## src/afe_pkg.sv

```systemverilog
// Summary of operation
// - Code x x 1 0 gives remote sense; D7 0 sets, 1 holds negative; 11 test.
// - Gain field bits six to four selects gain two to the field, 1..128.
// - Low four bits of a gain write are ignored.
// - New gain applies at once on the write, no conversion needed.
// - Host writes control and gain, then a channel read starts conversion.
// - A new channel read abandons and restarts a running conversion.
// - In set mode a channel read steps both muxes and starts a conversion.
// - Mux control persists until rewritten; reads alone start conversions.
// - Control field is bits seven to four; bits three to zero ignored.
// - Codes decode to set/hold per mux and test voltage three selection.
// - Low read address bits pick the same input on both multiplexers in set mode.
package afe_pkg;
  localparam logic [3:0] MUX_CTRL_OFF = 4'h0;
  localparam logic [3:0] GAIN_SEL_OFF = 4'h1;
  localparam logic [3:0] CHAN_LAST = 4'h7;
  localparam int FIELD_LSB = 4;
  localparam int GAIN_LSB = 4;
  localparam int CONV_TIME_NS = 13200;
  localparam int CLK_PERIOD_NS = 10;
  localparam int CONV_CYCLES = (CONV_TIME_NS + CLK_PERIOD_NS - 1) /
    CLK_PERIOD_NS;
  localparam logic [3:0] MUX_CTRL_RESET = 4'h0;
  localparam logic [2:0] GAIN_RESET = 3'h0;
  localparam logic [2:0] CHAN_RESET = 3'h0;
  typedef enum logic [0:0] {
    AFE_IDLE = 1'b0,
    AFE_CONV = 1'b1
  } afe_state_t;
endpackage
```

## src/afe_ctrl.sv

```systemverilog
// Added by the designer: the plain strobed port.
`timescale 1ns/1ps
`default_nettype none
module afe_ctrl #(
  parameter int CONV_CYCLES = afe_pkg::CONV_CYCLES
) (
  input wire logic core_clk,
  input wire logic nrst,
  input wire logic [3:0] addr,
  input wire logic [7:0] wdata,
  input wire logic wr_stb,
  input wire logic rd_stb,
  output logic [15:0] rdata,
  input wire logic [15:0] adc_result,
  output logic [2:0] pos_chan,
  output logic [2:0] neg_chan,
  output logic remote_sense,
  output logic test_volt3,
  output logic [7:0] gain_value,
  output logic conv_start,
  output logic conv_busy
);
  // Register state, conversion timer and internal strobes.
  logic [3:0] mux_ctrl_q;
  logic [2:0] gain_q;
  logic [2:0] pos_q;
  logic [2:0] neg_q;
  logic [15:0] result_q;
  logic [15:0] rdata_q;
  logic [15:0] adc_s1_q;
  logic [15:0] adc_s2_q;
  logic [15:0] cnt_q;
  logic chan_rd;
  logic pos_set;
  logic neg_set;
  afe_pkg::afe_state_t state_q;
  logic [15:0] run_len_q;

  // Decode positive set mode from a control code.
  function automatic logic pos_sets(input logic [3:0] c);
    // Remote sense owns the positive side, so it never steps.
    pos_sets = (c[1] == 1'b0) && (c[2] == 1'b0);
  endfunction

  // Decode negative set mode from a control code.
  function automatic logic neg_sets(input logic [3:0] c);
    if (c[0]) begin
      neg_sets = 1'b0;
    end else begin
      neg_sets = (c[3] == 1'b0);
    end
  endfunction

  // A read of a multiplexer channel address starts a conversion.
  assign chan_rd = rd_stb && (addr <= afe_pkg::CHAN_LAST);
  assign pos_set = pos_sets(mux_ctrl_q);
  assign neg_set = neg_sets(mux_ctrl_q);

  // Control register keeps bits seven to four and persists until rewritten.
  always_ff @(posedge core_clk or negedge nrst) begin
    if (!nrst) begin
      mux_ctrl_q <= afe_pkg::MUX_CTRL_RESET;
    end else if (wr_stb && addr == afe_pkg::MUX_CTRL_OFF) begin
      mux_ctrl_q <= wdata[afe_pkg::FIELD_LSB +: 4];
    end
  end

  // Gain field lands immediately so the switches follow the write.
  always_ff @(posedge core_clk or negedge nrst) begin
    if (!nrst) begin
      gain_q <= afe_pkg::GAIN_RESET;
    end else if (wr_stb && addr == afe_pkg::GAIN_SEL_OFF) begin
      gain_q <= wdata[afe_pkg::GAIN_LSB +: 3];
    end
  end

  // Set-mode multiplexers latch the read channel; hold mode keeps it.
  always_ff @(posedge core_clk or negedge nrst) begin
    if (!nrst) begin
      pos_q <= afe_pkg::CHAN_RESET;
      neg_q <= afe_pkg::CHAN_RESET;
    end else if (chan_rd) begin
      if (pos_set) begin
        pos_q <= addr[2:0];
      end
      if (neg_set) begin
        neg_q <= addr[2:0];
      end
    end
  end

  // The converter word comes from the analog side through two flops.
  // Only the second stage is read, and only at the end of the count, when
  // the word has long settled, so no bit can be caught mid-change.
  always_ff @(posedge core_clk or negedge nrst) begin
    if (!nrst) begin
      adc_s1_q <= 16'h0000;
      adc_s2_q <= 16'h0000;
    end else begin
      adc_s1_q <= adc_result;
      adc_s2_q <= adc_s1_q;
    end
  end

  // Conversion timer; a fresh channel read restarts it from zero.
  always_ff @(posedge core_clk or negedge nrst) begin
    if (!nrst) begin
      state_q <= afe_pkg::AFE_IDLE;
      cnt_q <= 16'h0000;
    end else if (chan_rd) begin
      state_q <= afe_pkg::AFE_CONV;
      cnt_q <= 16'h0000;
    end else begin
      case (state_q)
        afe_pkg::AFE_IDLE: begin
          cnt_q <= 16'h0000;
        end
        afe_pkg::AFE_CONV: begin
          if (cnt_q == 16'(CONV_CYCLES - 1)) begin
            state_q <= afe_pkg::AFE_IDLE;
          end else begin
            cnt_q <= cnt_q + 16'h0001;
          end
        end
        default: begin
          state_q <= afe_pkg::AFE_IDLE;
        end
      endcase
    end
  end

  // An abandoned conversion never updates the held result.
  always_ff @(posedge core_clk or negedge nrst) begin
    if (!nrst) begin
      result_q <= 16'h0000;
    end else if (state_q == afe_pkg::AFE_CONV && !chan_rd &&
                 cnt_q == 16'(CONV_CYCLES - 1)) begin
      result_q <= adc_s2_q;
    end
  end

  // Read data: last completed result on channel reads, zero elsewhere.
  always_ff @(posedge core_clk or negedge nrst) begin
    if (!nrst) begin
      rdata_q <= 16'h0000;
    end else if (chan_rd) begin
      rdata_q <= result_q;
    end else begin
      rdata_q <= 16'h0000;
    end
  end

  // Outputs come straight from the registers, start pulse excepted.
  assign rdata = rdata_q;
  assign pos_chan = pos_q;
  assign neg_chan = neg_q;
  assign remote_sense = mux_ctrl_q[1];
  assign test_volt3 = mux_ctrl_q[0];
  assign gain_value = 8'h01 << gain_q;
  assign conv_start = chan_rd;
  assign conv_busy = (state_q == afe_pkg::AFE_CONV);

  // Cycles since the last channel read, held once the conversion ends; used by the timing checks.
  always_ff @(posedge core_clk or negedge nrst) begin
    if (!nrst) begin
      run_len_q <= 16'h0000;
    end else if (chan_rd) begin
      run_len_q <= 16'h0001;
    end else if (conv_busy) begin
      run_len_q <= run_len_q + 16'h0001;
    end
  end
endmodule
`default_nettype wire

```

## config.mk

```make
export PLATFORM = sky130hd
export DESIGN_NAME = afe_ctrl
export DESIGN_NICKNAME = d
export VERILOG_FILES = /design/src/afe_pkg.sv /design/src/afe_ctrl.sv
export SDC_FILE = /design/constraint.sdc
export NUM_CORES = 1
export LEC_CHECK = 0
export ABC_AREA = 1
export BUFFER_PORTS_ARGS = -buffer_cell sky130_fd_sc_hd__buf_2
export CAP_MARGIN = 20
export CORE_MARGIN = 2
export CORE_UTILIZATION = 43
export DETAILED_ROUTE_END_ITERATION = 16
export SYNTH_ARGS = -nofsm -noshare
export SYNTH_HDL_FRONTEND = slang
export SYNTH_SLANG_ARGS = --single-unit
```

## constraint.sdc

```tcl
create_clock -name core_clk -period 1.4 [get_ports core_clk]
set_input_delay 0.14 -clock core_clk [delete_from_list [all_inputs] [get_ports core_clk]]
set_output_delay 0.14 -clock core_clk [all_outputs]
set_load 0.1 [all_outputs]
```

==> metrics.log <==
[metrics] worst-skew pair later-pin latency: approximately 350 ps
[metrics] maximum capacitance violations: 0
[metrics] Max Buffers Root-to-Sink: 2
[metrics] RSZ-0062 raised after global routing: true
[metrics] CP Buf/Inv Count: 2
[metrics] failing checks: setup timing
[metrics] final routed wire length divided by cell count: 12.09 um
[metrics] n_diodes: 0
[metrics] type of origin of the critical path: register
[metrics] DRC: 0
[metrics] total number of vias: 2700
[metrics] share of post-route cells with drive strength above 1: between 30% and 40%
[metrics] post-detailed-route count of antenna-violating nets: 0
[metrics] via count normalized by instance count: between 4 and 5
[metrics] Hold Violations, Final: 0
[metrics] result of the run: complete, but fails checks
[metrics] clk root buf: sky130_fd_sc_hd__clkbuf_8
[metrics] Rows: 33
[metrics] CTS Sinks: 94
[metrics] cells along the critical path: inv_1, nor3_4, buf_12
[metrics] placeable core area: slightly above 8000 um2
[metrics] number of top-level pins: 66
[metrics] Synth Warn #: 0
[metrics] power density normalized to cell area: roughly 1300 nW/um2
[metrics] vertical extent of the die: between 90 and 100 um
[metrics] Total Die Area: 9110 um2
[metrics] Die Span X: around 95 um
[metrics] drt pass-1 iters: 4
[metrics] kind of cell with the highest combined delay on the critical path: flip-flops
[metrics] iteration-0 DRC count of the detailed router: 90
[metrics] delay contributed by the slowest stage of the critical path: about 380 ps
[metrics] fraction of the yosys area taken by sequential cells: between 60% and 70%
[metrics] final worst path period need: about 1500 ps
[metrics] number of setup violations in the final report: 27
[metrics] final design utilization: 60.93%
[metrics] number of nets produced by synthesis: roughly 400
[metrics] post-layout worst setup margin: -100.1 ps
[metrics] endpoint type of the worst setup path: output port
[metrics] Filler cells: between 600 and 700
[metrics] static leakage: ~2.4 nW
[metrics] post-route total power: about 6.4 mW
[metrics] Routability Congestion: about 0.9
[metrics] estimated wirelength of the detail-placed design: about 4.7 mm
[metrics] Total Nets Final: 503
[metrics] clock tree from TritonCTS: done
[metrics] Seq cells post-synth: 94
[metrics] Worst Max-Slew Pin Slew: ~500 ps
[metrics] CTS clk-pin slew, worst paths: around 90 ps
[metrics] peak supply drop: approximately 1.3 mV
[metrics] average cell area after synthesis: between 9 and 10 um2
[metrics] total negative slack: -1150 ps
[metrics] crit path max fanout: 4
[metrics] layout overhead on the synthesized area: 38.52%
[metrics] netlist area before placement: roughly 3600 um2
[metrics] number of unique standard cell types used by synthesis: 20
[metrics] setup slack of the worst register-to-register path: -50 ps
[metrics] total global routing track utilization: between 15 and 20%
[metrics] Slew Viols, Final: 0
[metrics] worst min-delay path category: in -> reg
[metrics] wirelength, routed: 7.010 mm
[metrics] # port buffers: 61
[metrics] number of levels the H-tree was split into: 3
[metrics] maximum number of pins on one net before global-route repair: roughly 50
[metrics] slew margin rel.: 67.51%
[metrics] cell with the largest stage delay on the worst path: sky130_fd_sc_hd__dfrtp_2
[metrics] top achievable clock speed: 666.6 MHz
[metrics] number of instances in the synthesized netlist: about 370
[metrics] Arr. time, crit path: 1360 ps
[metrics] final global-route overflow total: 0
[metrics] via count of the first global-routing pass: 2489
[metrics] Clock Skew: ~12 ps
[metrics] required time worst endpoint: 1260 ps
[metrics] kind of critical path: reg -> out
[metrics] Initial Utilization: a little over two fifths
[metrics] total clock buffers created by CTS: 9
[metrics] share of the cycle needed by the critical path after routing: 107.1%
[metrics] initial antenna violation count: 0
[metrics] global-route wire length before repair: approximately 11 mm
[worst reg2reg max path, stage by stage, from the launching register on]
cell	delay, ps
sky130_fd_sc_hd__dfrtp_1	410
sky130_fd_sc_hd__ha_4	180
sky130_fd_sc_hd__nand4_4	110
sky130_fd_sc_hd__nor2_4	190
sky130_fd_sc_hd__nand3_4	150
sky130_fd_sc_hd__clkbuf_16	210
sky130_fd_sc_hd__nand2_2	50
sky130_fd_sc_hd__nand2_1	40
[sequential cells by signal, summed over array words and instances, names as in the netlist]
name,count
neg_chan,3
mux_ctrl_q,4
conv_busy,1
result_q,16
adc_s1_q,16
cnt_q,16
rdata,16
pos_chan,3
adc_s2_q,16
gain_q,3
[per-layer routing]
metal  global-route usage [%]  share of wire, %  up-vias
li1                         -                 -     1359
met1                    21.45                45     1287
met2                    26.06                50       43
met3                    4.348               3.9       11
met4                    3.929               1.3        0
met5                        0                 0        -
[worst paths after layout]
check | startpoint | to | cells after the start
min in group asynchronous | nrst | result_q[2]$_DFFE_PN0P_ | 2
max in group asynchronous | nrst | gain_q[1]$_DFFE_PN0P_ | 3
hold / removal | wdata[7] | mux_ctrl_q[3]$_DFFE_PN0P_ | 3
setup / recovery | gain_q[2]$_DFFE_PN0P_ | gain_value[7] | 3
hold reg to reg | adc_s1_q[4]$_DFF_PN0_ | adc_s2_q[4]$_DFF_PN0_ | 0
setup reg to reg | cnt_q[1]$_DFFE_PN0P_ | result_q[11]$_DFFE_PN0P_ | 7
[cell usage in the layout (no fill, tap or decap)]
| cell type | n |
|---|---|
| sky130_fd_sc_hd__a21oi_1 | 6 |
| sky130_fd_sc_hd__buf_12 | 13 |
| sky130_fd_sc_hd__buf_2 | 50 |
| sky130_fd_sc_hd__buf_4 | 14 |
| sky130_fd_sc_hd__buf_6 | 5 |
| sky130_fd_sc_hd__bufinv_16 | 1 |
| sky130_fd_sc_hd__clkbuf_1 | 1 |
| sky130_fd_sc_hd__clkbuf_16 | 2 |
| sky130_fd_sc_hd__clkbuf_8 | 9 |
| sky130_fd_sc_hd__clkinv_4 | 1 |
| sky130_fd_sc_hd__clkinvlp_4 | 3 |
| sky130_fd_sc_hd__dfrtp_1 | 88 |
| sky130_fd_sc_hd__dfrtp_2 | 5 |
| sky130_fd_sc_hd__dfrtp_4 | 1 |
| sky130_fd_sc_hd__dlygate4sd3_1 | 17 |
| sky130_fd_sc_hd__ha_4 | 1 |
| sky130_fd_sc_hd__inv_1 | 49 |
| sky130_fd_sc_hd__inv_2 | 2 |
| sky130_fd_sc_hd__inv_6 | 1 |
| sky130_fd_sc_hd__nand2_1 | 63 |
| sky130_fd_sc_hd__nand2_2 | 17 |
| sky130_fd_sc_hd__nand2_4 | 9 |
| sky130_fd_sc_hd__nand3_1 | 14 |
| sky130_fd_sc_hd__nand3_4 | 1 |
| sky130_fd_sc_hd__nand3b_1 | 1 |
| sky130_fd_sc_hd__nand4_1 | 20 |
| sky130_fd_sc_hd__nand4_4 | 1 |
| sky130_fd_sc_hd__nor2_1 | 41 |
| sky130_fd_sc_hd__nor2_2 | 6 |
| sky130_fd_sc_hd__nor2_4 | 3 |
| sky130_fd_sc_hd__nor3_1 | 3 |
| sky130_fd_sc_hd__nor3_4 | 8 |
| sky130_fd_sc_hd__o21ai_0 | 19 |
[kinds of logic after synthesis]
| group | share of synthesized area (%) |
|---|---|
| flops | 65.41 |
| simple gates | 22.58 |
| buf+inv | 8.176 |
| fa+ha+maj | 0.3479 |
| compound gates | 3.479 |
[where the power goes]
group          total, mW  switching (mW)  internal [mW]
Combinational       1.67            1.19          0.479
Sequential          3.02           0.124           2.89
Clock               1.76           0.922          0.835
[metrics by stage]
stage               instance area (um2)  hold WS [ps]  setup slack, ps  cells
floorplan                          3695        -155.6           -246.8    369
global placement                   4362         69.40            33.57    543
detailed placement                 4362         69.86            4.292    543
CTS                                4747         17.08           -119.1    577
global route                       4981         25.29           -167.3    580
finish                             4981         26.42           -100.1    580
[repair_timing]
action,in CTS,in global routing
pin swaps,3,4
hold endpoints to repair,62,0
hold buffers,17,0
endpoints found under the setup margin,18,33
gates cloned,0,3
setup buffers,1,1
resized for setup,3,50
[layout make-up]
cell class / instances / area [um2] / share of cell area, %
Tap cell: 105 / 131.4 / 2.638
Clock inverter: 6 / 70.07 / 1.407
Timing Repair Buffer: 101 / 892.1 / 17.91
Inverter: 51 / 191.4 / 3.843
Sequential cell: 94 / 2362 / 47.43
Multi-Input combinational cell: 213 / 1206 / 24.22
Clock buffer: 10 / 127.6 / 2.562
[cell usage after synthesis]
master                     number  share of area, %
sky130_fd_sc_hd__dfrtp_1       94                65
sky130_fd_sc_hd__nand2_1       89               9.3
sky130_fd_sc_hd__inv_1         50               5.2
sky130_fd_sc_hd__nor2_1        46               4.8
sky130_fd_sc_hd__nand4_1       20               3.5
sky130_fd_sc_hd__o21ai_0       19               2.6
sky130_fd_sc_hd__nand3_1       15               2.1
sky130_fd_sc_hd__nor3_1        11               1.5
sky130_fd_sc_hd__a21oi_1        6              0.84
sky130_fd_sc_hd__buf_6          5               1.6
sky130_fd_sc_hd__buf_2          3              0.42
sky130_fd_sc_hd__nor2_2         3              0.52
sky130_fd_sc_hd__buf_12         1              0.56
sky130_fd_sc_hd__buf_4          1              0.21
sky130_fd_sc_hd__clkbuf_1       1              0.10
sky130_fd_sc_hd__ha_1           1              0.35
sky130_fd_sc_hd__inv_2          1              0.10
sky130_fd_sc_hd__nand3b_1       1              0.21
sky130_fd_sc_hd__nand4_2        1              0.35
sky130_fd_sc_hd__nor2_4         1              0.31
No activity file was read; power rests on OpenSTA's default activity.
